File: config.mk
export PLATFORM = sky130hd
export DESIGN_NAME = dcc_top
export DESIGN_NICKNAME = d
export VERILOG_FILES = /design/src/dcc_pkg.sv /design/src/dcc_top.sv /design/src/dcc_sync.sv /design/src/dcc_chan_reg.sv
export SDC_FILE = /design/constraint.sdc
export NUM_CORES = 1
export LEC_CHECK = 0
export BUFFER_PORTS_ARGS = -buffer_cell sky130_fd_sc_hd__buf_2
export CAP_MARGIN = 0
export CORE_UTILIZATION = 25
export CTS_CLUSTER_SIZE = 28
export DETAILED_ROUTE_END_ITERATION = 8
export GPL_TIMING_DRIVEN = 1
export MAX_ROUTING_LAYER = met4
export PLACE_DENSITY = 0.36
export SLEW_MARGIN = 20
export SYNTH_ARGS = -nofsm -noshare
export SYNTH_HDL_FRONTEND = slang
export SYNTH_SLANG_ARGS = --single-unit
File: constraint.sdc
create_clock -name clk -period 3.05 [get_ports clk]
set_input_delay 0.4575 -clock clk [delete_from_list [all_inputs] [get_ports clk]]
set_output_delay 0.4575 -clock clk [all_outputs]
set_load 0.01 [all_outputs]
File: src/dcc_pkg.sv
// Constants and types for the DMA channel count and control block
package dcc_pkg;
    localparam int          DCC_NCH        = 4;
    localparam int          DCC_CNT_W      = 24;
    localparam logic [7:0]  DCC_CTRL_OFS   = 8'h00;
    localparam logic [7:0]  DCC_CNT_OFS    = 8'h04;
    localparam logic [7:0]  DCC_GLOBAL_OFS = 8'h40;
    localparam logic [31:0] DCC_CTRL_RST   = 32'h0000_0000;
    localparam logic [23:0] DCC_CNT_ONE    = 24'h00_0001;
    localparam logic [23:0] DCC_CNT_RST    = 24'h00_0000;
    localparam logic [31:0] DCC_MASK_ALL   = 32'h0000_ff3f;
    localparam logic [31:0] DCC_MASK_CH01  = 32'h0007_0040;
    localparam logic [31:0] DCC_MASK_CH2   = 32'h0008_0000;
    localparam logic [31:0] DCC_MASK_CH3   = 32'h0010_0000;
    localparam int          DCC_B_DE       = 0;
    localparam int          DCC_B_TE       = 1;
    localparam int          DCC_B_IE       = 2;
    localparam int          DCC_B_TS       = 3;
    localparam int          DCC_B_TM       = 5;
    localparam int          DCC_B_DS       = 6;
    localparam int          DCC_B_RS       = 8;
    localparam int          DCC_B_SM       = 12;
    localparam int          DCC_B_DM       = 14;
    localparam int          DCC_B_AL       = 16;
    localparam int          DCC_B_AM       = 17;
    localparam int          DCC_B_RL       = 18;
    localparam int          DCC_B_RO       = 19;
    localparam int          DCC_B_DI       = 20;
    localparam int          DCC_G_EN       = 0;
    localparam int          DCC_G_NMI      = 1;
    localparam logic [3:0]  DCC_RS_EXT     = 4'h0;
    localparam logic [3:0]  DCC_RS_AUTO    = 4'h4;
    localparam logic [3:0]  DCC_RS_PERIPH  = 4'ha;
    localparam logic [1:0]  DCC_MODE_FIX   = 2'h0;
    localparam logic [1:0]  DCC_MODE_INC   = 2'h1;
    localparam logic [1:0]  DCC_MODE_DEC   = 2'h2;
    localparam logic [1:0]  DCC_ILLEGAL    = 2'h3;
    localparam logic [1:0]  DCC_SZ_8       = 2'h0;
    localparam logic [1:0]  DCC_SZ_16      = 2'h1;
    localparam logic [3:0]  DCC_STEP_IND   = 4'h4;

    typedef enum logic [1:0] {DCC_ST_IDLE, DCC_ST_RD, DCC_ST_WR} dcc_state_t;
endpackage

File: src/dcc_top.sv
// Four-channel DMA count and control with transfer sequencing
//
// The register addresses and strobed register access were left to the implementer.
`timescale 1ns/10ps
`default_nettype none
module dcc_top
    import dcc_pkg::*;
(
    input  wire logic        clk,
    input  wire logic        rst_b,
    input  wire logic [7:0]  reg_addr,
    input  wire logic [31:0] reg_wdata,
    input  wire logic        reg_wr,
    input  wire logic        reg_rd,
    output logic      [31:0] reg_rdata,
    input  wire logic [1:0]  transfer_request_in_b,
    input  wire logic [3:0]  periph_req,
    input  wire logic        nmi_in,
    input  wire logic        standby_in,
    output logic      [1:0]  request_acknowledge_out,
    output logic      [1:0]  transfer_acknowledge_out,
    output logic      [3:0]  end_irq,
    output logic             xfer_rd,
    output logic             xfer_wr,
    output logic      [1:0]  xfer_chan,
    output logic      [1:0]  xfer_size,
    output logic      [3:0]  src_step,
    output logic      [3:0]  dst_step,
    output logic             src_indirect,
    output logic             src_reload
);
    logic [31:0]          ctrl_w [DCC_NCH];
    logic [DCC_CNT_W-1:0] cnt_r  [DCC_NCH];
    logic [3:0]           run_vec;
    logic [3:0]           rdy_vec;
    logic [3:0]           te_set_vec;
    logic [3:0]           ext_req_vec;
    logic [1:0]           ext_lvl_b;
    logic [1:0]           ext_prev_r;
    logic [1:0]           pend_r;
    logic [1:0]           rak_r;
    logic                 nmi_lvl;
    logic                 nmi_prev_r;
    logic                 stby_lvl;
    logic                 gen_r;
    logic                 nmi_seen_flag_r;
    logic                 nmi_seen_flag_seen_r;
    dcc_state_t           st_r;
    dcc_state_t           st_nxt;
    logic [1:0]           chan_r;
    logic [1:0]           grant;
    logic                 grant_ok;
    logic                 is_ctrl;
    logic                 is_cnt;
    logic                 is_glb;
    logic [1:0]           sel;
    logic [DCC_CNT_W-1:0] cur_cnt;
    logic                 dec;
    logic [31:0]          rdata_nxt;

    dcc_sync #(.W(2), .RST_VAL(32'h0000_0003)) u_sync_req (
        .clk   (clk),
        .rst_b (rst_b),
        .d     (transfer_request_in_b),
        .q     (ext_lvl_b)
    );

    dcc_sync #(.W(2), .RST_VAL(32'h0000_0000)) u_sync_sys (
        .clk   (clk),
        .rst_b (rst_b),
        .d     ({standby_in, nmi_in}),
        .q     ({stby_lvl, nmi_lvl})
    );

    // Channel n control at 0x10*n, its count at 0x10*n+4
    assign sel     = reg_addr[5:4];
    assign is_ctrl = (reg_addr[7:6] == 2'h0) && (reg_addr[3:0] == DCC_CTRL_OFS[3:0]);
    assign is_cnt  = (reg_addr[7:6] == 2'h0) && (reg_addr[3:0] == DCC_CNT_OFS[3:0]);
    assign is_glb  = (reg_addr == DCC_GLOBAL_OFS);
    assign cur_cnt = cnt_r[chan_r];
    assign dec     = (st_r == DCC_ST_WR);

    function automatic logic [3:0] step_of(input logic [1:0] mode, input logic [3:0] mag);
        logic [3:0] s;
        s = 4'h0;
        if (mode == DCC_MODE_INC)
            s = mag;
        else if (mode == DCC_MODE_DEC)
            s = 4'h0 - mag;
        return s;
    endfunction

    genvar c;
    for (c = 0; c < DCC_NCH; c++)
    begin : g_ch
        logic [3:0] rs;
        logic [1:0] ts;
        logic       legal;

        dcc_chan_reg #(.CH(c)) u_reg (
            .clk    (clk),
            .rst_b  (rst_b),
            .clear  (stby_lvl),
            .wr     (reg_wr && is_ctrl && (sel == 2'(c))),
            .rd     (reg_rd && is_ctrl && (sel == 2'(c))),
            .wdata  (reg_wdata),
            .te_set (te_set_vec[c]),
            .ctrl   (ctrl_w[c])
        );

        assign rs = ctrl_w[c][DCC_B_RS+3:DCC_B_RS];
        assign ts = ctrl_w[c][DCC_B_TS+1:DCC_B_TS];
        // Illegal codes simply keep the channel idle
        assign legal = (ts != DCC_ILLEGAL)
                    && (ctrl_w[c][DCC_B_SM+1:DCC_B_SM] != DCC_ILLEGAL)
                    && (ctrl_w[c][DCC_B_DM+1:DCC_B_DM] != DCC_ILLEGAL)
                    && ((rs == DCC_RS_AUTO) || (rs >= DCC_RS_PERIPH)
                        || ((rs == DCC_RS_EXT) && (c < 2)));
        assign run_vec[c] = ctrl_w[c][DCC_B_DE] && !ctrl_w[c][DCC_B_TE]
                         && gen_r && !nmi_seen_flag_r && legal && !stby_lvl;
        assign rdy_vec[c] = run_vec[c] && ((rs == DCC_RS_AUTO) ? 1'b1 :
                            (rs == DCC_RS_EXT) ? ext_req_vec[c] : periph_req[c]);
        assign te_set_vec[c] = dec && (chan_r == 2'(c)) && (cnt_r[c] == DCC_CNT_ONE);
        assign end_irq[c] = ctrl_w[c][DCC_B_TE] && ctrl_w[c][DCC_B_IE];

        if (c < 2)
        begin : g_ext
            // Sense select picks low level or latched falling edge
            assign ext_req_vec[c] = ctrl_w[c][DCC_B_DS] ? pend_r[c] : !ext_lvl_b[c];
            assign request_acknowledge_out[c] = ~(rak_r[c] ^ ctrl_w[c][DCC_B_RL]);
            assign transfer_acknowledge_out[c] =
                ~(((chan_r == 2'(c)) && (ctrl_w[c][DCC_B_AM] ? (st_r == DCC_ST_WR)
                                                            : (st_r == DCC_ST_RD)))
                  ^ ctrl_w[c][DCC_B_AL]);
        end
        else
        begin : g_noext
            assign ext_req_vec[c] = 1'b0;
        end
    end

    always_comb
    begin
        grant    = 2'h0;
        grant_ok = 1'b0;
        for (int i = DCC_NCH - 1; i >= 0; i--)
        begin
            if (rdy_vec[i])
            begin
                grant    = 2'(i);
                grant_ok = 1'b1;
            end
        end
    end

    always_comb
    begin
        st_nxt = st_r;
        case (st_r)
            DCC_ST_IDLE:
                if (grant_ok)
                    st_nxt = DCC_ST_RD;
            DCC_ST_RD:
                st_nxt = DCC_ST_WR;
            DCC_ST_WR:
                // Burst keeps the channel; cycle steal gives it back
                if (ctrl_w[chan_r][DCC_B_TM] && run_vec[chan_r] && (cur_cnt != DCC_CNT_ONE))
                    st_nxt = DCC_ST_RD;
                else
                    st_nxt = DCC_ST_IDLE;
            default:
                st_nxt = DCC_ST_IDLE;
        endcase
    end

    always_ff @(posedge clk or negedge rst_b)
    begin
        if (!rst_b)
            st_r <= DCC_ST_IDLE;
        else if (stby_lvl)
            st_r <= DCC_ST_IDLE;
        else
            st_r <= st_nxt;
    end

    always_ff @(posedge clk or negedge rst_b)
    begin
        if (!rst_b)
        begin
            chan_r       <= 2'h0;
            xfer_size    <= DCC_SZ_8;
            src_step     <= 4'h0;
            dst_step     <= 4'h0;
            src_indirect <= 1'b0;
        end
        else if (st_r == DCC_ST_IDLE && grant_ok)
        begin
            logic [3:0] mag;
            logic       ind;
            mag = (ctrl_w[grant][DCC_B_TS+1:DCC_B_TS] == DCC_SZ_8)  ? 4'h1 :
                  (ctrl_w[grant][DCC_B_TS+1:DCC_B_TS] == DCC_SZ_16) ? 4'h2 : 4'h4;
            ind = ctrl_w[grant][DCC_B_DI];
            chan_r       <= grant;
            xfer_size    <= ctrl_w[grant][DCC_B_TS+1:DCC_B_TS];
            src_indirect <= ind;
            src_step     <= step_of(ctrl_w[grant][DCC_B_SM+1:DCC_B_SM],
                                    ind ? DCC_STEP_IND : mag);
            dst_step     <= step_of(ctrl_w[grant][DCC_B_DM+1:DCC_B_DM], mag);
        end
    end

    assign xfer_rd   = (st_r == DCC_ST_RD);
    assign xfer_wr   = (st_r == DCC_ST_WR);
    assign xfer_chan = chan_r;

    always_ff @(posedge clk or negedge rst_b)
    begin
        if (!rst_b)
        begin
            rak_r      <= 2'h0;
            src_reload <= 1'b0;
        end
        else
        begin
            rak_r[0]   <= (st_r == DCC_ST_IDLE) && grant_ok && (grant == 2'h0);
            rak_r[1]   <= (st_r == DCC_ST_IDLE) && grant_ok && (grant == 2'h1);
            src_reload <= te_set_vec[2] && ctrl_w[2][DCC_B_RO];
        end
    end

    // Edge pending flags; a new edge wins over the grant that clears
    always_ff @(posedge clk or negedge rst_b)
    begin
        if (!rst_b)
        begin
            ext_prev_r <= 2'h3;
            pend_r     <= 2'h0;
        end
        else
        begin
            ext_prev_r <= ext_lvl_b;
            for (int i = 0; i < 2; i++)
            begin
                // Edges seen in level mode must not start a later edge-mode run
                if (ext_prev_r[i] && !ext_lvl_b[i] && ctrl_w[i][DCC_B_DS])
                    pend_r[i] <= 1'b1;
                else if ((st_r == DCC_ST_IDLE) && grant_ok && (grant == 2'(i)))
                    pend_r[i] <= 1'b0;
            end
        end
    end

    // Counts are undefined after reset; zero is a convenient start
    always_ff @(posedge clk or negedge rst_b)
    begin
        if (!rst_b)
        begin
            for (int i = 0; i < DCC_NCH; i++)
                cnt_r[i] <= DCC_CNT_RST;
        end
        else
        begin
            for (int i = 0; i < DCC_NCH; i++)
            begin
                if (reg_wr && is_cnt && (sel == 2'(i)))
                    cnt_r[i] <= reg_wdata[DCC_CNT_W-1:0];
                else if (dec && (chan_r == 2'(i)))
                    cnt_r[i] <= cnt_r[i] - DCC_CNT_ONE;
            end
        end
    end

    always_ff @(posedge clk or negedge rst_b)
    begin
        if (!rst_b)
        begin
            gen_r       <= 1'b0;
            nmi_seen_flag_r      <= 1'b0;
            nmi_seen_flag_seen_r <= 1'b0;
            nmi_prev_r  <= 1'b0;
        end
        else
        begin
            nmi_prev_r <= nmi_lvl;
            if (stby_lvl)
                gen_r <= 1'b0;
            else if (reg_wr && is_glb)
                gen_r <= reg_wdata[DCC_G_EN];
            if (stby_lvl)
                nmi_seen_flag_r <= 1'b0;
            else if (nmi_lvl && !nmi_prev_r)
                nmi_seen_flag_r <= 1'b1;
            else if (reg_wr && is_glb && !reg_wdata[DCC_G_NMI] && nmi_seen_flag_seen_r)
                nmi_seen_flag_r <= 1'b0;
            if (!nmi_seen_flag_r || stby_lvl)
                nmi_seen_flag_seen_r <= 1'b0;
            else if (reg_rd && is_glb)
                nmi_seen_flag_seen_r <= 1'b1;
        end
    end

    always_comb
    begin
        rdata_nxt = 32'h0000_0000;
        if (is_ctrl)
            rdata_nxt = ctrl_w[sel];
        else if (is_cnt)
            rdata_nxt = {8'h00, cnt_r[sel]};
        else if (is_glb)
            rdata_nxt = {30'h0, nmi_seen_flag_r, gen_r};
    end

    // Data stands only in the cycle after the read strobe
    always_ff @(posedge clk or negedge rst_b)
    begin
        if (!rst_b)
            reg_rdata <= 32'h0000_0000;
        else if (reg_rd)
            reg_rdata <= rdata_nxt;
        else
            reg_rdata <= 32'h0000_0000;
    end
endmodule
`default_nettype wire

File: src/dcc_sync.sv
// Three-stage input synchroniser with agreement filter
`timescale 1ns/10ps
`default_nettype none
module dcc_sync
    import dcc_pkg::*;
#(
    parameter int          W       = 1,
    parameter logic [31:0] RST_VAL = 32'h0000_0000
)
(
    input  wire logic         clk,
    input  wire logic         rst_b,
    input  wire logic [W-1:0] d,
    output logic      [W-1:0] q
);
    logic [W-1:0] s1_r;
    logic [W-1:0] s2_r;
    logic [W-1:0] s3_r;

    initial
    begin
        if (W < 1 || W > 32)
            $error("dcc_sync width out of range");
    end

    always_ff @(posedge clk or negedge rst_b)
    begin
        if (!rst_b)
        begin
            s1_r <= RST_VAL[W-1:0];
            s2_r <= RST_VAL[W-1:0];
            s3_r <= RST_VAL[W-1:0];
        end
        else
        begin
            s1_r <= d;
            s2_r <= s1_r;
            s3_r <= s2_r;
        end
    end

    // Only stages two and three vote, so a glitch must last two cycles
    genvar i;
    for (i = 0; i < W; i++)
    begin : g_bit
        always_ff @(posedge clk or negedge rst_b)
        begin
            if (!rst_b)
                q[i] <= RST_VAL[i];
            else if (s2_r[i] == s3_r[i])
                q[i] <= s3_r[i];
        end
    end
endmodule
`default_nettype wire

File: src/dcc_chan_reg.sv
// Per-channel control register with channel-specific bit masks
`timescale 1ns/10ps
`default_nettype none
module dcc_chan_reg
    import dcc_pkg::*;
#(
    parameter int CH = 0
)
(
    input  wire logic        clk,
    input  wire logic        rst_b,
    input  wire logic        clear,
    input  wire logic        wr,
    input  wire logic        rd,
    input  wire logic [31:0] wdata,
    input  wire logic        te_set,
    output logic      [31:0] ctrl
);
    // Unimplemented bits never store, so they read zero
    localparam logic [31:0] MASK = (CH < 2)  ? (DCC_MASK_ALL | DCC_MASK_CH01) :
                                   (CH == 2) ? (DCC_MASK_ALL | DCC_MASK_CH2) :
                                               (DCC_MASK_ALL | DCC_MASK_CH3);
    localparam logic [31:0] WMASK = MASK & ~(32'h1 << DCC_B_TE);

    logic te_seen_r;

    initial
    begin
        if (CH < 0 || CH >= DCC_NCH)
            $error("dcc_chan_reg channel out of range");
    end

    always_ff @(posedge clk or negedge rst_b)
    begin
        if (!rst_b)
            ctrl <= DCC_CTRL_RST;
        else if (clear)
            ctrl <= DCC_CTRL_RST;
        else
        begin
            if (wr)
                ctrl <= (wdata & WMASK) | (ctrl & (32'h1 << DCC_B_TE));
            // Hardware set wins over a same-cycle software clear
            if (te_set)
                ctrl[DCC_B_TE] <= 1'b1;
            else if (wr && !wdata[DCC_B_TE] && te_seen_r)
                ctrl[DCC_B_TE] <= 1'b0;
        end
    end

    always_ff @(posedge clk or negedge rst_b)
    begin
        if (!rst_b)
            te_seen_r <= 1'b0;
        else if (clear || !ctrl[DCC_B_TE])
            te_seen_r <= 1'b0;
        else if (rd)
            te_seen_r <= 1'b1;
    end
endmodule
`default_nettype wire

## Word-level counts from Yosys, hierarchy flattened

Index checks and enable logic that the tools add are counted.

- Add/sub/neg operators: 6
- Order comparisons: 8
- Equality and inequality tests: 42
- Multiplexer cells: 95
- Bitwise gates (word level): 15
- Reductions and logical operators: 143

Operators by type and width:

| cell | count |
|---|---|
| $mux W32 | 12 |
| $mux W24 | 13 |
| $bmux W32 S2 | 3 |
| $bmux W24 S2 | 2 |
| $eq A24 B1 Y1 const B | 4 |
| $sub A24 B1 Y24 const B | 4 |
| $logic_and A1 B1 Y1 | 90 |
| $mux W1 | 45 |
| $mux W21 | 2 |
| $or A19 B2 Y19 | 2 |
| $reduce_bool A2 Y1 | 16 |
| $ne A2 B2 Y1 const B | 12 |
| $ne A24 B1 Y1 const B | 1 |
| $or A21 B2 Y21 | 1 |
| $eq A4 B3 Y1 const B | 5 |
| $logic_not A4 Y1 | 5 |
| $or A20 B2 Y20 | 1 |
| $ge A4 B4 Y1 const B | 4 |
| $mux W4 | 4 |
| $reduce_bool A4 Y1 | 4 |
| $eq A2 B1 Y1 const B | 7 |
| $eq A2 B2 Y1 const B | 7 |
| $mux W2 | 7 |
| $logic_not A2 Y1 | 6 |
| other kinds (16) | 52 |

- Flip-flop bits (word level): 302
- Input bits: 52
- Output and inout port bits: 56
- Word-level logic and storage cells: 351

## Depth between registers and ports, before layout

- Word-level depth: 22
- Mapped depth: 10
- Mapped depth without buffers: 9

## Modules after synthesis

Synthesis repeated with hierarchy kept, for this count alone.

- Cells, all modules: 1261
- Area, all modules: 13320.3 um^2

By module, submodules not included:

| module | instances | cells an instance | area each (um^2) | sequential area each (um^2) |
|---|---|---|---|---|
| dcc_top | 1 | 945 | 9464.1 | 3856.2 |
| dcc_chan_reg at g_ch[0].u_reg ... | 2 | 77 | 897.1 | 475.5 |
| dcc_chan_reg at g_ch[2].u_reg ... | 2 | 71 | 803.3 | 400.4 |
| dcc_sync at u_sync_req | 1 | 10 | 232.7 | 210.2 |
| dcc_sync at u_sync_sys | 1 | 10 | 222.7 | 200.2 |

## Worst setup path after synthesis

No wires, ideal clock.

- Path kind: register to register
- Start point: register u_sync_sys.q[1]
- End point: register src_step[1]
- Library setup time: 123 ps
- Arrival: 2672 ps
- Data required time: 2927 ps
- Path slack: 255 ps
- Stages on the path, launching flop included: 11
- Buffers on the path: 2
- Clock period less this slack: 2795 ps
- Cell sequence: dfrtp_1 -> or3b_1 -> buf_2 -> or4_1 -> buf_2 -> a31oi_4 -> o221ai_2 -> or2_1 -> ha_1 -> a31oi_1 -> a21oi_1

- Cells in the longest elaborated chain, start to end: 18
- Elaborated cells between the ends (all ways): 32
- Those cells by class: add/sub: 1; eq/ne: 3; mux: 16; bitwise: 1; reduce/logical: 11

Ends and longest elaborated chain:

| item | RTL line | text |
|---|---|---|
| start: declaration | dcc_sync.sv:14 | `output logic [W-1:0] q` |
| start signal: indexed assignment | dcc_sync.sv:49 | `q[i] <= RST_VAL[i];` |
| start signal: indexed assignment | dcc_sync.sv:51 | `q[i] <= s3_r[i];` |
| $logic_not A1 Y1 * | dcc_top.sv:120 | `&& gen_r && !nmi_seen_flag_r && legal && !stby_lvl;` |
| $logic_and A1 B1 Y1 | dcc_top.sv:120 |  |
| $logic_and A1 B1 Y1 | dcc_top.sv:121 | `assign rdy_vec[c] = run_vec[c] && ((rs == DCC_RS_AUTO) ? 1'b1 :` |
| $mux W2 (4 in a row) | dcc_top.sv:148 | `if (rdy_vec[i])` |
| $not A2 Y3 (implied by the code) | - |  |
| $bmux W32 S2 | - |  |
| $mux W21 (2 in a row) | - |  |
| $eq A2 B1 Y1 | dcc_top.sv:201 | `(ctrl_w[grant][DCC_B_TS+1:DCC_B_TS] == DCC_SZ_16) ? 4'h2 : 4'h4;` |
| $mux W3 | dcc_top.sv:201 |  |
| $mux W3 | dcc_top.sv:200 | `mag = (ctrl_w[grant][DCC_B_TS+1:DCC_B_TS] == DCC_SZ_8) ? 4'h1 :` |
| $mux W3 | dcc_top.sv:207 | `ind ? DCC_STEP_IND : mag);` |
| $sub A1 B3 Y4 | dcc_top.sv:89 | `s = 4'h0 - mag;` |
| $mux W4 | dcc_top.sv:88 | `else if (mode == DCC_MODE_DEC)` |
| $mux W4 | dcc_top.sv:86 | `if (mode == DCC_MODE_INC)` |
| end signal: assignment | dcc_top.sv:206 | `src_step <= step_of(ctrl_w[grant][DCC_B_SM+1:DCC_B_SM],` |
| end: declaration | dcc_top.sv:27 | `output logic [3:0] src_step,` |

Every way passes the cells marked *; elsewhere a longest branch is shown, timed or not. The select of a mux whose other input is x is not followed.
A chain may end at the register's enable or synchronous reset.

## Worst setup path in the final report

- Start point: register cnt_r[12] (netlist name)
- End point: register cnt_r[19] (netlist name)

- Cells in the longest elaborated chain, start to end: 3

Ends and longest elaborated chain:

| item | RTL line | text |
|---|---|---|
| start: declaration | dcc_top.sv:33 | `logic [DCC_CNT_W-1:0] cnt_r [DCC_NCH];` |
| start signal: indexed assignment | dcc_top.sv:266 | `cnt_r[i] <= reg_wdata[DCC_CNT_W-1:0];` |
| start signal: indexed assignment | dcc_top.sv:268 | `cnt_r[i] <= cnt_r[i] - DCC_CNT_ONE;` |
| $sub A24 B1 Y24 | dcc_top.sv:268 |  |
| $mux W24 | dcc_top.sv:267 | `else if (dec && (chan_r == 2'(i)))` |
| $mux W24 | dcc_top.sv:265 | `if (reg_wr && is_cnt && (sel == 2'(i)))` |

No other way between the ends. The select of a mux whose other input is x is not followed.

==> impl_results.md <==
- WHS Endpoint: cnt_r[45]$_DFFE_PN0P_
- Reg2reg start: cnt_r[12]$_DFFE_PN0P_
- Netlist cell types: between 70 and 80
- Final #Nets: 1495
- Clock Skews: 9.62 ps
- Clock transition at path regs: 60 ps
- Dpl hpwl: 34900 um
- Synth top area cells: dfrtp_1, nand2_1, mux4_2
- Relative slew slack: 0.383
- Seq cells post-synth: between 200 and 250
- R2R Path End: cnt_r[19]$_DFFE_PN0P_
- DRT Pass-1 Iters: 7
- RSZ-0062 raised after global routing: false
- Flop-to-flop setup slack: between 100 and 150 ps
- Initial Utilization: 0.253
- Worst Reg2Reg Path Length in Cells: 7
- Routed WL: 48000 um
- EDFF count, synth: 0
- Vias in the first global route: 10100
- Fin area: 0.0153 sq mm
- Setup bufs post-CTS: 0
- Maximum fanout along the worst path: 3
- Die W: 224 um
- Ys flop type: dfrtp_1
- CTS max path bufs: 3
- Row cnt: 81
- Sequential Area: 0.00582 sq mm
- Switching power: 2.00 mW
- Leak: 5.69 nW
- Share of layout cells above drive strength 1: 0.219
- Vias per inst: 4.82
- Multi-input logic area: 0.00618 sq mm
- Synth Area per Inst: 9.62 sq um
- Peak VDD IR: 0.437 mV
- Status: finished, violations left
- DP Area: 0.0141 sq mm
- Netlist Area Pre-Place: 0.0124 sq mm
- IO Pins: between 100 and 150
- Num CTS Buffers: 30
- Hold Vio Cnt, Final: 0
- Critical path data required time: 3510 ps
- Pwr per Cell Area: 512 mW/mm^2
- Placer Congestion: 0.840
- HP Class: input port to flip-flop
- First-pass GRT wire length: 71100 um
- Top Usage Layer GRT: met2
- Cell-internal power: 5.83 mW
- Final setup TNS: 0 ps
- Global Route met1 Usage: 0.277
- Root Driver: clkbuf_16
- CTS tree: done
- Gr usage total: 0.198
- Die height: roughly 220 um
- Routed vias: just over 10000
- Sw frac: 0.255
- Setup Viol. Count Final: 0
- Failing checks: design-rule violations
- GR Overflow Total: 0
- Fmax: roughly 0.34 GHz
- Reg power frac: 0.432
- Clk Latency, worst-skew pair: 580 ps
- Largest net degree at the start of global routing: 86
- ANT nets after route: 0
- Setup crit end kind: flip-flop
- Hold path depth: 3
- Wire per inst: 22.6 um
- Synth-to-Final Area Change: 23.6%
- Port Buffers: 91
- CP Launch Type: flip-flop
- Htree depth: 1
- Hold Startpoint: reg_wdata[21]
- Arrival time at the worst endpoint: around 3400 ps
- Max-slew violation count: 0
- Worst slew pin tran: 925 ps
- YS warnings: 0
- Global routing met3 resource utilization: 0.0246
- Synth top area share: 0.449
- Initial antenna violation count: 2
- Area leader, netlist: dfrtp_1
- Async SR Flop Fraction: 1.00
- FILL cells: 5130
- Initial DRC Count: around 740
- GR met2 Demand/Resource: 0.309
- Post-route minimum period: around 2900 ps
- # DRC: 4
- Core Util, Final: 0.313
- Mapped Cells: 1285
- Sequential-to-total area share from yosys stat: 0.471
- Kind of critical path: flip-flop to flip-flop
- Core area: 0.0488 sq mm
- Final Cycle Share: 0.954
- Max-cap violations: 0
- Clock share of power: 0.497
- Comb power frac: 0.070
- Clock sink count: 232
- DIE AREA: 0.0503 sq mm
==> cell families after synthesis <==
group / after synthesis / synth area share
other cells: 1 / 0.000303
xor+xnor: 97 / 0.0687
buf+inv: 99 / 0.0360
fa+ha+maj: 13 / 0.0123
mux: 44 / 0.0753
flops: 232 / 0.471
simple gates: 545 / 0.210
compound gates: 254 / 0.127
==> worst max path at each step <==
stage	start	end	slack [ps]	cells after the start
after detailed placement	g_ch[0].u_reg.ctrl[8]$_DFFE_PN0P_	src_step[2]$_DFFE_PN0P_	8	8
after global routing	u_sync_sys.q[1]$_DFFE_PN0N_	src_step[1]$_DFFE_PN0P_	20	9
final	cnt_r[12]$_DFFE_PN0P_	cnt_r[19]$_DFFE_PN0P_	140	7
after CTS	u_sync_sys.q[1]$_DFFE_PN0N_	src_step[1]$_DFFE_PN0P_	70	9
after global placement	g_ch[0].u_reg.ctrl[8]$_DFFE_PN0P_	src_step[2]$_DFFE_PN0P_	80	8
after floorplan	u_sync_sys.q[1]$_DFFE_PN0N_	src_step[1]$_DFFE_PN0P_	250	10
==> critical path, cell delays in order, from the launching register on <==
cell	delay [ps]
dfrtp_1	410
or4_1	550
or3_1	450
or4_4	540
or4_4	510
nor3_2	130
xnor2_1	130
o21ai_1	70
==> stage by stage <==
step	setup slack (ps)	instances	hold slack (ps)	power [mW]
after floorplan	255	1292	162	3.68
after global placement	75.5	2061	338	4.00
after detailed placement	7.74	2061	337	4.00
after CTS	68.7	2119	140	7.94
after global routing	16.1	2121	167	8.13
final	140	2122	158	7.83
==> state kept, by name, summed over array words and instances, names as in the netlist, 4 cells and up <==
name                  flops
dst_step                  4
g_ch.u_reg.te_seen_r      4
src_step                  4
g_ch.u_reg.ctrl          66
reg_rdata                24
cnt_r                    96
==> layer usage <==
| metal | part of all wire | vias up | wire, um |
|---|---|---|---|
| li1 | - | 4848 | - |
| met1 | 0.48 | 5104 | 23000 |
| met2 | 0.46 | 231 | 22200 |
| met3 | 0.043 | 35 | 2080 |
| met4 | 0.015 | 0 | 714 |
| met5 | 0 | - | 0 |
==> power groups by stage <==
stage | logic (mW) | registers, mW | clock network [mW]
after floorplan | 0.309 | 3.38 | 0
after global placement | 0.558 | 3.44 | 0
after detailed placement | 0.561 | 3.44 | 0
after CTS | 0.568 | 3.38 | 3.99
after global routing | 0.608 | 3.40 | 4.12
final | 0.552 | 3.38 | 3.89
==> cell usage in the layout (no fill, tap or decap), types with 10 or more instances in the layout <==
| master | instances |
|---|---|
| a21oi_1 | 75 |
| a32o_1 | 12 |
| buf_2 | 90 |
| buf_4 | 94 |
| clkbuf_16 | 31 |
| dfrtp_1 | 221 |
| dfstp_2 | 10 |
| inv_1 | 14 |
| mux4_2 | 39 |
| nand2_1 | 279 |
| nand2b_1 | 10 |
| nand3_1 | 12 |
| nor2_1 | 66 |
| nor3_1 | 38 |
| nor3b_1 | 12 |
| nor4_1 | 27 |
| o21ai_0 | 97 |
| or3_1 | 12 |
| or4_1 | 18 |
| xnor2_1 | 63 |
| xor2_1 | 34 |
==> cells in the mapped netlist, types with 12 or more instances <==
cell type / instances
nor3_1: 40
a32o_1: 12
clkbuf_1: 58
buf_4: 19
xor2_1: 34
nand3_1: 12
xnor2_1: 63
nor2_1: 69
nor3b_1: 12
nand2_1: 279
dfrtp_1: 222
or4_1: 19
or3_1: 13
nor4_1: 27
inv_1: 14
mux4_2: 39
a21oi_1: 75
o21ai_0: 97
==> layout make-up <==
type                            instances  share of cell area
Clock buffer                           40              0.0569
Tap cell                              664              0.0544
Clock inverter                         13              0.0129
Inverter                               14             0.00344
Sequential cell                       232               0.381
Antenna cell                            3            0.000491
Timing Repair Buffer                  195              0.0865
Multi-Input combinational cell        961               0.405
==> what timing repair did <==
item | in CTS | in global routing
endpoints found under the setup margin | 2 | 3
hold endpoints to repair | 80 | 0
hold buffers | 5 | 0
gates resized for setup | 1 | 3
pin swaps | 0 | 0
Note: power is estimated with default switching activity, not from simulation.
